**src/hw/mdc_pkg.sv**
```systemverilog
// shared constants for the moisture detection config and result register bank
`default_nettype none
package mdc_pkg;

  // ==========================================================================
  // register map (byte addresses on the serial host register port)
  localparam logic [7:0] ADDR_PULLUP_SELECT   = 8'h52;
  localparam logic [7:0] ADDR_PULLDOWN_SELECT = 8'h53;
  localparam logic [7:0] ADDR_CC1_OUTCOME     = 8'h54;
  localparam logic [7:0] ADDR_CC1_ADC         = 8'h55;
  localparam logic [7:0] ADDR_CC2_OUTCOME     = 8'h56;
  localparam logic [7:0] ADDR_CC2_ADC         = 8'h57;
  localparam logic [7:0] ADDR_SBU1_OUTCOME    = 8'h58;
  localparam logic [7:0] ADDR_SBU1_ADC        = 8'h59;
  localparam logic [7:0] RESULT_PAIR_STRIDE   = 8'h02;

  // ==========================================================================
  // reset values and field widths
  localparam logic [7:0] PULLDOWN_RESET  = 8'h00;
  localparam logic [7:0] PULLUP_RESET    = 8'h00;
  localparam logic [7:0] RESULT_RESET    = 8'h00;
  localparam int         PULLDOWN_WIDTH  = 7;
  localparam int         PULLUP_WIDTH    = 6;
  localparam int         ADC_WIDTH       = 8;
  localparam int         NUM_RESULT_PINS = 3;

  // ==========================================================================
  // outcome register field positions
  localparam int GROUND_FLAG_BIT = 4;
  localparam int ABORT_FLAG_BIT  = 3;
  localparam int OPEN_FLAG_BIT   = 2;
  localparam int PULLUP_CODE_LSB = 0;

  // pulldown select bit positions
  localparam int PD_CC1  = 0;
  localparam int PD_CC2  = 1;
  localparam int PD_SBU1 = 2;
  localparam int PD_SBU2 = 3;
  localparam int PD_CDP  = 4;
  localparam int PD_CDN  = 5;
  localparam int PD_VBUS = 6;

  // pullup select bit positions
  localparam int PU_CC1  = 0;
  localparam int PU_CC2  = 1;
  localparam int PU_SBU2 = 3;
  localparam int PU_CDP  = 4;
  localparam int PU_CDN  = 5;

  // ==========================================================================
  // final pullup current codes
  localparam logic [1:0] PULLUP_2UA   = 2'h0;
  localparam logic [1:0] PULLUP_8UA   = 2'h1;
  localparam logic [1:0] PULLUP_32UA  = 2'h2;
  localparam logic [1:0] PULLUP_128UA = 2'h3;

  // forced adc values
  localparam logic [7:0] ADC_FORCED_LOW  = 8'h00;
  localparam logic [7:0] ADC_FORCED_HIGH = 8'hFF;

  // adc scale in microvolts per count, for software reference only
  localparam int ADC_LSB_UV = 5882;

  // ==========================================================================
  // burst measurement outcome
  typedef enum logic [1:0] {
    MDC_OUT_VALUE  = 2'h0,
    MDC_OUT_GROUND = 2'h1,
    MDC_OUT_ABORT  = 2'h2,
    MDC_OUT_OPEN   = 2'h3
  } mdc_outcome_e;

  // pins that own a result pair
  localparam logic [1:0] PIN_CC1  = 2'h0;
  localparam logic [1:0] PIN_CC2  = 2'h1;
  localparam logic [1:0] PIN_SBU1 = 2'h2;

endpackage : mdc_pkg
`default_nettype wire

```
**src/hw/mdc_result_if.sv**
```systemverilog
// carrier for one burst result from the bank decoder to a per-pin result pair
`timescale 1ns/1ns
`default_nettype none
interface mdc_result_if;
  logic                        update;
  mdc_pkg::mdc_outcome_e       outcome;
  logic [1:0]                  pullup_code;
  logic [mdc_pkg::ADC_WIDTH-1:0] adc_value;

  modport src (output update, output outcome, output pullup_code, output adc_value);
  modport dst (input update, input outcome, input pullup_code, input adc_value);
endinterface : mdc_result_if
`default_nettype wire

```
**src/hw/mdc_pin_result.sv**
```systemverilog
// one pin's burst result register pair: outcome flags, pullup code, adc value
`timescale 1ns/1ns
`default_nettype none
module mdc_pin_result (
  input  wire logic      sys_clk,
  input  wire logic      rst,
  input  wire logic      ce,
  mdc_result_if.dst      res,
  output logic [7:0]     outcome_reg,
  output logic [7:0]     adc_reg
);

  // ==========================================================================
  // forced field values
  logic [7:0] outcome_next;
  logic [7:0] adc_next;

  always_comb begin
    outcome_next = mdc_pkg::RESULT_RESET;
    adc_next     = res.adc_value;
    unique case (res.outcome)
      mdc_pkg::MDC_OUT_GROUND: begin
        outcome_next[mdc_pkg::GROUND_FLAG_BIT] = 1'b1;
        outcome_next[mdc_pkg::PULLUP_CODE_LSB +: 2] = mdc_pkg::PULLUP_128UA;
        adc_next = mdc_pkg::ADC_FORCED_LOW;
      end
      mdc_pkg::MDC_OUT_ABORT: begin
        outcome_next[mdc_pkg::ABORT_FLAG_BIT] = 1'b1;
        outcome_next[mdc_pkg::PULLUP_CODE_LSB +: 2] = mdc_pkg::PULLUP_2UA;
        adc_next = mdc_pkg::ADC_FORCED_LOW;
      end
      mdc_pkg::MDC_OUT_OPEN: begin
        outcome_next[mdc_pkg::OPEN_FLAG_BIT] = 1'b1;
        outcome_next[mdc_pkg::PULLUP_CODE_LSB +: 2] = mdc_pkg::PULLUP_2UA;
        adc_next = mdc_pkg::ADC_FORCED_HIGH;
      end
      mdc_pkg::MDC_OUT_VALUE: begin
        outcome_next[mdc_pkg::PULLUP_CODE_LSB +: 2] = res.pullup_code;
      end
    endcase
  end

  // ==========================================================================
  // fields update together
  always_ff @(posedge sys_clk) begin
    if (rst) begin
      outcome_reg <= mdc_pkg::RESULT_RESET;
      adc_reg     <= mdc_pkg::RESULT_RESET;
    end else if (ce && res.update) begin
      outcome_reg <= outcome_next;
      adc_reg     <= adc_next;
    end
  end

endmodule : mdc_pin_result
`default_nettype wire

```
**src/hw/mdc_top.sv**
```systemverilog
// moisture detection manual switch selection and burst result register bank
// ============================================================================
// Contract
// - seven pulldown select bits close CC1..CDN and bus supply pulldowns.
// - manual selections act only while auto configuration is off.
// - pullup select bit 4 drives CDP, bit 5 drives CDN switches.
// - pullup select bit 0 CC1, bit 1 CC2, bit 3 SBU2.
// - auto configuration uses the engine's own pin selection, not manual.
// - ground flag, bit 4, set only when latest burst ended Ground.
// - abort flag, bit 3, set only when latest burst was aborted.
// - open flag, bit 2, set only when latest burst ended Open.
// - two-bit final pullup code: 2, 8, 32, 128 uA.
// - code forced 00 on Abort or Open, 11 on Ground.
// - adc value forced 00 on Abort/Ground, FF on Open.
// - adc count is 5.882 mV, passed through unscaled.
// - CC1, CC2, SBU1 result pairs read-only, consecutive, reset zero.
`timescale 1ns/1ns
`default_nettype none
module mdc_top #(
  parameter int NUM_PINS = mdc_pkg::NUM_RESULT_PINS,
  parameter int ADC_BITS = mdc_pkg::ADC_WIDTH
) (
  input  wire logic                              sys_clk,
  input  wire logic                              rst,
  input  wire logic                              ce,
  // register port from the serial host interface engine
  input  wire logic                              reg_wr_en,
  input  wire logic                              reg_rd_en,
  input  wire logic [7:0]                        reg_addr,
  input  wire logic [7:0]                        reg_wdata,
  output logic [7:0]                             reg_rdata,
  output logic                                   reg_rdata_valid,
  // from the rest of the unit
  input  wire logic                              auto_config_enable,
  input  wire logic [mdc_pkg::PULLDOWN_WIDTH-1:0] auto_pulldown_en,
  input  wire logic [mdc_pkg::PULLUP_WIDTH-1:0]   auto_pullup_en,
  // measurement engine result
  input  wire logic                              burst_done,
  input  wire logic [1:0]                        burst_pin,
  input  wire logic [1:0]                        burst_outcome,
  input  wire logic [1:0]                        burst_pullup_code,
  input  wire logic [ADC_BITS-1:0]               burst_adc_value,
  // switch controls
  output logic [mdc_pkg::PULLDOWN_WIDTH-1:0]     pulldown_switch_en,
  output logic [mdc_pkg::PULLUP_WIDTH-1:0]       pullup_switch_en,
  output logic [mdc_pkg::PULLUP_WIDTH-1:0]       manual_pullup_select
);

  // ==========================================================================
  // elaboration checks
  if (NUM_PINS != mdc_pkg::NUM_RESULT_PINS) begin : g_bad_pins
    $error("mdc_top: NUM_PINS must equal the number of result pairs");
  end
  if (ADC_BITS != mdc_pkg::ADC_WIDTH) begin : g_bad_adc
    $error("mdc_top: ADC_BITS must be 8, the result register width");
  end

  // ==========================================================================
  // manual selection registers
  logic [mdc_pkg::PULLDOWN_WIDTH-1:0] manual_pulldown_select_reg;
  logic [mdc_pkg::PULLUP_WIDTH-1:0]   manual_pullup_select_reg;

  always_ff @(posedge sys_clk) begin
    if (rst) begin
      manual_pulldown_select_reg <= mdc_pkg::PULLDOWN_RESET[mdc_pkg::PULLDOWN_WIDTH-1:0];
    end else if (ce && reg_wr_en && reg_addr == mdc_pkg::ADDR_PULLDOWN_SELECT) begin
      manual_pulldown_select_reg <= reg_wdata[mdc_pkg::PULLDOWN_WIDTH-1:0];
    end
  end

  always_ff @(posedge sys_clk) begin
    if (rst) begin
      manual_pullup_select_reg <= mdc_pkg::PULLUP_RESET[mdc_pkg::PULLUP_WIDTH-1:0];
    end else if (ce && reg_wr_en && reg_addr == mdc_pkg::ADDR_PULLUP_SELECT) begin
      manual_pullup_select_reg <= reg_wdata[mdc_pkg::PULLUP_WIDTH-1:0];
    end
  end

  assign manual_pullup_select = manual_pullup_select_reg;

  // ==========================================================================
  // switch control outputs
  logic [mdc_pkg::PULLDOWN_WIDTH-1:0] pulldown_switch_next;
  logic [mdc_pkg::PULLUP_WIDTH-1:0]   pullup_switch_next;

  always_comb begin
    pulldown_switch_next = '0;
    pullup_switch_next   = '0;
    if (auto_config_enable) begin
      pulldown_switch_next = auto_pulldown_en;
      pullup_switch_next   = auto_pullup_en;
    end else begin
      pulldown_switch_next = manual_pulldown_select_reg;
      pullup_switch_next[mdc_pkg::PU_CC1]  = manual_pullup_select_reg[mdc_pkg::PU_CC1];
      pullup_switch_next[mdc_pkg::PU_CC2]  = manual_pullup_select_reg[mdc_pkg::PU_CC2];
      pullup_switch_next[mdc_pkg::PU_SBU2] = manual_pullup_select_reg[mdc_pkg::PU_SBU2];
      pullup_switch_next[mdc_pkg::PU_CDP]  = manual_pullup_select_reg[mdc_pkg::PU_CDP];
      pullup_switch_next[mdc_pkg::PU_CDN]  = manual_pullup_select_reg[mdc_pkg::PU_CDN];
      // bit 2 has no documented pin, kept for the engine that owns it
      pullup_switch_next[2]                = manual_pullup_select_reg[2];
    end
  end

  // registered so switch drivers never see a decode glitch
  always_ff @(posedge sys_clk) begin
    if (rst) begin
      pulldown_switch_en <= '0;
      pullup_switch_en   <= '0;
    end else if (ce) begin
      pulldown_switch_en <= pulldown_switch_next;
      pullup_switch_en   <= pullup_switch_next;
    end
  end

  // ==========================================================================
  // per-pin result pairs
  mdc_result_if res_if [NUM_PINS] ();
  logic [7:0] outcome_regs [NUM_PINS];
  logic [7:0] adc_regs     [NUM_PINS];

  for (genvar p = 0; p < NUM_PINS; p++) begin : g_pin
    assign res_if[p].update      = burst_done && (burst_pin == 2'(p));
    assign res_if[p].outcome     = mdc_pkg::mdc_outcome_e'(burst_outcome);
    assign res_if[p].pullup_code = burst_pullup_code;
    assign res_if[p].adc_value   = burst_adc_value;

    mdc_pin_result u_pin_result (
      .sys_clk     (sys_clk),
      .rst         (rst),
      .ce          (ce),
      .res         (res_if[p]),
      .outcome_reg (outcome_regs[p]),
      .adc_reg     (adc_regs[p])
    );
  end

  // ==========================================================================
  // register read path
  logic [7:0] rdata_next;
  logic [7:0] result_offset;

  always_comb begin
    rdata_next    = 8'h00;
    result_offset = reg_addr - mdc_pkg::ADDR_CC1_OUTCOME;
    if (reg_addr == mdc_pkg::ADDR_PULLDOWN_SELECT) begin
      rdata_next = {1'b0, manual_pulldown_select_reg};
    end else if (reg_addr == mdc_pkg::ADDR_PULLUP_SELECT) begin
      rdata_next = {2'b00, manual_pullup_select_reg};
    end else begin
      for (int p = 0; p < NUM_PINS; p++) begin
        if (result_offset == 8'(p) * mdc_pkg::RESULT_PAIR_STRIDE)
          rdata_next = outcome_regs[p];
        if (result_offset == 8'(p) * mdc_pkg::RESULT_PAIR_STRIDE + 8'h01)
          rdata_next = adc_regs[p];
      end
    end
  end

  always_ff @(posedge sys_clk) begin
    if (rst) begin
      reg_rdata       <= 8'h00;
      reg_rdata_valid <= 1'b0;
    end else if (ce) begin
      reg_rdata_valid <= reg_rd_en;
      if (reg_rd_en)
        reg_rdata <= rdata_next;
    end
  end

endmodule : mdc_top
`default_nettype wire

```
**config.mk**
```make
export PLATFORM = sky130hd
export DESIGN_NAME = mdc_top
export DESIGN_NICKNAME = d
export VERILOG_FILES = /design/src/hw/mdc_pkg.sv /design/src/hw/mdc_result_if.sv /design/src/hw/mdc_pin_result.sv /design/src/hw/mdc_top.sv
export SDC_FILE = /design/constraint.sdc
export NUM_CORES = 1
export LEC_CHECK = 0
export BUFFER_PORTS_ARGS = -buffer_cell sky130_fd_sc_hd__buf_2
export CAP_MARGIN = 20
export CORE_UTILIZATION = 50
export CTS_CLUSTER_SIZE = 25
export DETAILED_ROUTE_END_ITERATION = 10
export HOLD_SLACK_MARGIN = 0.1
export PLACE_DENSITY_LB_ADDON = 0.08
export SYNTH_ARGS = -nofsm -noshare
export SYNTH_HDL_FRONTEND = slang
export SYNTH_SLANG_ARGS = --single-unit
```
**constraint.sdc**
```tcl
create_clock -name sys_clk -period 2.8 [get_ports sys_clk]
set_input_delay 0.42 -clock sys_clk [delete_from_list [all_inputs] [get_ports sys_clk]]
set_output_delay 0.42 -clock sys_clk [all_outputs]
set_load 0.01 [all_outputs]
```
==> metrics.md, run 1 <==
| Metric | Value |
|---|---|
| Final setup fails | 0 |
| Largest cells by area after synthesis | dfxtp_1 44%, mux2i_1 14%, nor2_1 8.6% |
| Endpoints failing hold | 0 |
| Worst slew pin tran | 0.700 ns |
| Mapped Cells | ~350 |
| Run status | finished clean |
| Fill count | 560 |
| Post-DP Area | 0.00381 mm² |
| FF-to-FF Start | g_pin[1].u_pin_result.outcome_reg[4] |
| Max reg flops | 24 |
| Worst Hold Class | in -> reg |
| Worst Hold End | manual_pulldown_select_reg[1] |
| Post-CTS setup buffers | 0 |
| CP required | 3.01 ns |
| Synth cell count leaders | 76 x nor2_1, 74 x dfxtp_1, 48 x mux2i_1 |
| P&R area growth vs syn | 20.7% |
| IO Count | 78 |
| Worst Setup Path Type | in -> reg |
| Min Tclk post-route | around 1.8 ns |
| Hold Crit Depth | 3 |
| Synth unique cells | a little over 40 |
| Crit share post-route | 63.7% |
| Number of port buffers | 76 |
| Die Area | 0.00699 mm² |
| Final wirelength | 7960 µm |
| Clk Latency, worst-skew pair | between 0.3 and 0.4 ns |
| Iter 0 DRT Violations | 129 |
| Synthesized cell area | 0.00333 mm² |
| Share of layout cells above drive strength 1 | 26.4% |
| CTS-repair resized insts | 0 |
| Syn. warnings | 0 |
| Slew Limit Fails | 0 |
| Crit end category | register |
| Clk slew on worst S/H paths | 0.07 ns |
| Die H | 83.6 µm |
| Synth Flop Type | dfxtp_1 |
| Initial antenna violation count | 0 |
| PD cells | approximately 560 mW/mm² |
| Row count | 29 |
| # Max-Cap Violations | 0 |
| Core box area | 0.00639 mm² |
| NumNets Final | 473 |
| ANT nets after route | 0 |
| Hold path start | reg_wdata[1] |
| Post-synth top area share | between 40% and 50% |
| Cell count of the worst reg-to-reg path | 4 |
| Yosys reg bits | 74 |
| Largest area contributor in the netlist | dfxtp_1 |
| Clock sink total | 74 |
| Hold-fix buffers at CTS | 0 |
| Setup_tns | 0 ns |
| Routability cong. | 0.749 |
| Count leader, synth | nor2_1 |
| Clk_skew | roughly 0.0067 ns |
| DR vias | 2787 |
| Drt pass-1 iters | 4 |
| Top achievable clock speed | 0.561 GHz |
| Leak Pwr | 0.00166 µW |
| Crit path DAT | 2.00 ns |
| Total CTS buffers | 9 |
| Post-synth EDFFs | 0 |
| Fin area | between 0.004 and 0.005 mm² |
| Clk buf depth | 2 |
| Asr flop ratio synth | 0% |
| Grt total ovfl | 0 |
| Detailed placer's ending HPWL | 5650 µm |
| Syn nets | 402 |
| R2R Path End | reg_rdata[4] |
| First-pass GRT wire length | about 14000 µm |
| Mean Syn Cell Area | 9.46 µm² |
| DR vias/cell | 5.52 |
| H-tree levels | 3 |
| Overall Global Routing Usage | about a quarter |
| Die W | 83.6 µm |
| Root buf cell | clkbuf_8 |
| Worst Path Max Fanout | 8 |
| Sequential Area | 0.00148 mm² |
| Largest net degree at the start of global routing | 38 |
| Vias in the first global route | 2828 |
| CTS tree | done |
| Slew HR | 52.7% |
| Starting Density | 52.2% |
| Diode count | 0 |
| Sequential element share of the synthesized area | roughly 44% |
| Peak VDD IR | 0.000419 V |
| DRC viols | 0 |
| Critical path startpoint category | input pin |
| RSZ-0062 raised after global routing | no |
| Worst R2R Setup Slack | 1.40 ns |
| Routed wire per std cell | between 15 and 20 µm |
| Area of the multi-input gates | between 0.0015 and 0.002 mm² |
==> where the power goes <==
group	switching (µW)	internal [µW]	total [µW]	leakage (µW)
Sequential	15.5	1080	1100	0.000602
Combinational	134	103	237	0.000951
Clock	382	529	910	0.000105
Total	532	1720	2250	0.00166
==> metrics by stage <==
stage / setup WS [ns] / power [µW] / std cells / hold WS (ns) / utilization (%)
6_report: 1.02 / 2250 / 505 / 0.322 / 63.0
5_1_grt: 0.952 / 2340 / 505 / 0.318 / 63.0
4_1_cts: 1.03 / 2260 / 505 / 0.316 / 63.0
3_5_place_dp: 0.672 / 1360 / 489 / 0.472 / 59.6
3_3_place_gp: 0.668 / 1360 / 489 / 0.462 / 59.6
2_1_floorplan: 1.03 / 1270 / 352 / 0.451 / -
==> per-layer routing <==
| layer | share of wire, % | up-vias | GRT usage, % |
|---|---|---|---|
| li1 | - | 1429 | - |
| met1 | 49 | 1290 | 32.8 |
| met2 | 47 | 59 | 38.3 |
| met3 | 3.6 | 9 | 5.93 |
| met4 | 1.1 | 0 | 8.78 |
| met5 | 0 | - | 0 |
==> how the worst max path moves through the flow <==
| stage | start | endpoint | slack [ns] |
|---|---|---|---|
| 2_1_floorplan | reg_addr[3] | manual_pullup_select[0] | 1.03 |
| 3_3_place_gp | reg_addr[3] | manual_pullup_select[5] | 0.67 |
| 3_5_place_dp | reg_addr[3] | manual_pullup_select[5] | 0.67 |
| 4_1_cts | reg_addr[3] | manual_pullup_select[5] | 1.03 |
| 5_1_grt | reg_addr[3] | manual_pullup_select[0] | 0.95 |
| 6_report | reg_addr[3] | manual_pullup_select[5] | 1.02 |
==> layout make-up <==
| cell class | count | share of cell area [%] |
|---|---|---|
| clock buffer | 14 | 3.80 |
| clock inverter | 2 | 1.49 |
| inverter | 2 | 0.187 |
| multi-input combinational | 249 | 43.4 |
| sequential | 74 | 36.9 |
| tap | 77 | 2.40 |
| timing repair buffer | 87 | 11.8 |
==> layout by cell type, fill, tap and decap left out, types with 2 or more instances in the layout <==
master	Yosys	final
nor2_1	76	76
buf_2	4	76
dfxtp_1	74	74
mux2i_1	48	48
a211oi_1	37	37
a21oi_1	11	11
clkbuf_8	0	10
buf_4	1	10
nand2_1	6	6
nor3_1	7	6
nor4_1	6	6
or2_2	4	4
o31ai_1	4	4
a221oi_1	4	4
a2bb2oi_1	4	4
clkbuf_1	20	4
and2_1	3	3
nor2b_1	3	3
nand2b_1	3	3
mux2_2	3	3
nand3_1	3	3
o21ai_0	3	3
mux4_2	3	3
nor3b_2	0	2
nor3b_1	4	2
inv_1	2	2
mux4_1	2	2
bufinv_16	0	2
==> kinds of logic after synthesis <==
group / after synthesis / synth area share (%)
and+or+nand+nor: 124 / 18.0
DFF: 74 / 44.5
AOI/OAI and AO/OA: 69 / 15.0
muxes: 56 / 19.0
buffers and inverters: 29 / 3.53
==> critical path, cell delays in order <==
cell and delay [ns]:
buf_2 0.14, or3b_1 0.54, nor4b_4 0.59, mux2i_1 0.25
nor2_1 0.05
Note: power is estimated with default switching activity, not from simulation.
==> inputs of run 2 (changes only) <==
ABC_AREA = 1   (was default)
CORE_UTILIZATION = 48   (was 50)
clock period = 1.6 ns   (was 2.8 ns; I/O delays follow)
==> metrics.md, run 2 <==
| Metric | Value |
|---|---|
| Run status | finished clean |
| Yosys reg bits | 74 (unchanged) |
| Most frequent cells in the layout | 94 x nand2_1, 76 x buf_2, 74 x dfxtp_1 |
| Switching part of the total | 25.4% (+1.7 points) |
| Clk_skew | 0.0133 ns (+0.00662 ns) |
| Crit path DAT | 1.67 ns (-0.33 ns) |
| Hold path start | reg_wdata[5] |
| P&R area growth vs syn | 26.0% |
| DR vias/cell | 5.29 (-4.1%) |
| First-pass GRT wire length | 15500 µm (+14%) |
| Slew Limit Fails | 0 (unchanged) |
| Sequential element share of the synthesized area | 43.5% (-0.95 points) |
| Row count | 30 (+3.4%) |
| Sequential Area | 0.00148 mm² (unchanged) |
| Share of layout cells above drive strength 1 | 24.2% (-2.2 points) |
| Grt total ovfl | 0 (unchanged) |
| Top achievable clock speed | ~0.73 GHz |
| Clock sink total | 74 (unchanged) |
| RSZ-0062 raised after global routing | no |
| Pre-CTS setup slack | -0.113 ns (-0.785 ns) |
| Max reg flops | 24 (unchanged) |
| Detailed placer's ending HPWL | 7110 µm (+26%) |
| Post-synth top area share | 43.5% (-0.95 points) |
| Hold_ws | 0.167 ns (-0.155 ns) |
| # Max-Cap Violations | 0 (unchanged) |
| Hold-fix buffers at CTS | 0 (unchanged) |
| CTS tree | done |
| Drt pass-1 iters | 5 (+1) |
| Combinational share of power | 10.7% (about the same) |
| Synthesized cell area | 0.00340 mm² (+2.2%) |
| Iter 0 DRT Violations | 252 (+95%) |
| Core box area | 0.00683 mm² (+7.0%) |
| Worst Setup Path Type | in -> reg |
| Largest cells by area after synthesis | dfxtp_1 44%, nand2_1 10%, nand3_1 7.9% |
| Crit share post-route | 85.9% |
| ANT nets after route | 0 (unchanged) |
| Cell mode on critical path | nand2_1 |
| Crit-path cells | buf_2, nor2_1, nand2_1, nand2_1, nand2_1, nor2_4, buf_4, nand3_1, nand2_1, nor2_1, nand2_1, nand2_1, nand2_1, nand2_1, a21oi_2 |
| Die H | 86.2 µm (+3.1%) |
| Worst Path Max Fanout | 10 (+2) |
| Setup WS post-layout | 0.225 ns (-0.791 ns) |
| Synth unique cells | 27 (-34%) |
| Clk Latency, worst-skew pair | 0.35 ns (about the same) |
| CP Launch Point | reg_addr[3] |
| Routed wire per std cell | 13.9 µm (-12%) |
| Syn nets | 527 (+31%) |
| Final setup fails | 0 (unchanged) |
| NumNets Final | 628 (+33%) |
| Post-CTS setup buffers | 0 (unchanged) |
| Total power | 3940 µW (+75%) |
| Total CTS buffers | 9 (unchanged) |
| Synth Flop Type | dfxtp_1 |
| Diode count | 0 (unchanged) |
| Fill count | 695 (+24%) |
| Count leader, synth | nand2_1 |
| CP required | 1.89 ns (-1.12 ns) |
| PD cells | 919 mW/mm² (+64%) |
| Worst slew pin tran | 0.420 ns (-0.280 ns) |
| Fin area | 0.00429 mm² (+6.6%) |
| Final non-filler cell total | 679 (+34%) |
| Initial antenna violation count | 0 (unchanged) |
| Post-DP Area | 0.00407 mm² (+6.9%) |
| H-tree levels | 3 (unchanged) |
| Critical path startpoint category | input pin |
| Area of the multi-input gates | 0.00159 mm² (-9.1%) |
| Peak VDD IR | 0.000431 V (+2.9%) |
| Min Tclk post-route | 1.37 ns |
| Synth cell count leaders | 94 x nand2_1, 74 x dfxtp_1, 62 x inv_1 |
| Root buf cell | clkbuf_8 |
| Clock power share | 40.5% (about the same) |
| DR vias | 3592 (+29%) |
| Dpl cells | 663 (+36%) |
| Syn. warnings | 0 (unchanged) |
| Clk buf depth | 2 (unchanged) |
| Largest net degree at the start of global routing | 25 (-34%) |
| IO Count | 78 (unchanged) |
| Crit end category | register |
| FF-to-FF Start | g_pin[0].u_pin_result.adc_reg[1] |
| Post-synth EDFFs | 0 (unchanged) |
| Clk slew on worst S/H paths | 0.08 ns (about the same) |
| CP max-delay cell | buf_4 |
| Worst Hold Class | in -> reg |
| Leak Pwr | 0.00201 µW (+22%) |
| Endpoints failing hold | 0 (unchanged) |
| Register share of total power | 48.8% (about the same) |
| Slew HR | 71.7% (+19 points) |
| Number of port buffers | 76 (unchanged) |
| P_sw | 1000 µW (+88%) |
| Mapped Cells | 477 (+36%) |
| Internal power | 2940 µW (+71%) |
| Overall Global Routing Usage | 26.7% (+2.2 points) |
| DRC viols | 0 (unchanged) |
| Final wirelength | 9410 µm (+18%) |
| Routability cong. | 0.849 (+13%) |
| Largest area contributor in the netlist | dfxtp_1 |
| CP top delay family | simple AND/OR/NAND/NOR gates |
| Mean Syn Cell Area | 7.13 µm² (-25%) |
| Starting Density | 49.8% (-2.3 points) |
| CTS-repair resized insts | 0 (unchanged) |
| Die W | 86.2 µm (+3.1%) |
| Die Area | 0.00743 mm² (+6.3%) |
| Commonest non-fill, non-tap cell in the layout | nand2_1 |
| CP peak stage delay | 0.19 ns (-0.40 ns) |
| Vias in the first global route | 3256 (+15%) |
| Asr flop ratio synth | 0% (unchanged) |
| Worst path buffer plus inverter count | 2 (+1) |
run 2: power by group through the flow:
stage	registers, µW	logic, µW	clock network, µW
global route	1930	471	1710
CTS	1920	419	1620
detailed placement	1970	417	0
floorplan	1970	221	0
global placement	1960	407	0
finish	1920	421	1590
run 2: per-layer routing:
| metal | track usage (%) | wire length (µm) | vias up |
|---|---|---|---|
| met5 | 0 | 0 | - |
| met4 | 8.94 | 176 | 0 |
| met3 | 5.43 | 570 | 18 |
| met2 | 38.6 | 4030 | 122 |
| met1 | 39.4 | 4630 | 1648 |
| li1 | - | - | 1804 |
run 2: layout make-up:
type	count	share of cell area, %
Timing Repair Buffer	110	14.8
Clock inverter	7	2.19
Inverter	65	5.69
Clock buffer	9	2.89
Sequential cell	74	34.6
Multi-Input combinational cell	318	37.0
Tap cell	96	2.80
run 2: kinds of logic after synthesis:
logic type | count (synthesis) | synth area share, %
flip-flops | 74 | 43.5
AO/OA/AOI/OAI | 109 | 19.3
AND/OR/NAND/NOR | 209 | 27.4
buffers and inverters | 85 | 9.82
run 2: worst reg2reg max path, delay by kind of cell, from the launching register on:
kind               cells  cell delay, ns
AOI/OAI and AO/OA      1            0.05
DFF                    1            0.34
and+or+nand+nor        5            0.52
run 2: per-stage QoR:
step                      setup TNS (ns)  utilization (%)
after floorplan                        0                -
after global placement           -0.0416             59.6
after detailed placement          -0.506             59.6
after CTS                              0             62.7
after global routing                   0             62.7
final                                  0             62.7
run 2: worst paths after layout:
kind	slack, ns	cells after the start	end
max	0.23	15	reg_rdata[4]
min	0.17	3	manual_pulldown_select_reg[5]
max reg2reg	0.59	6	reg_rdata[1]
min reg2reg	0.47	2	reg_rdata_valid
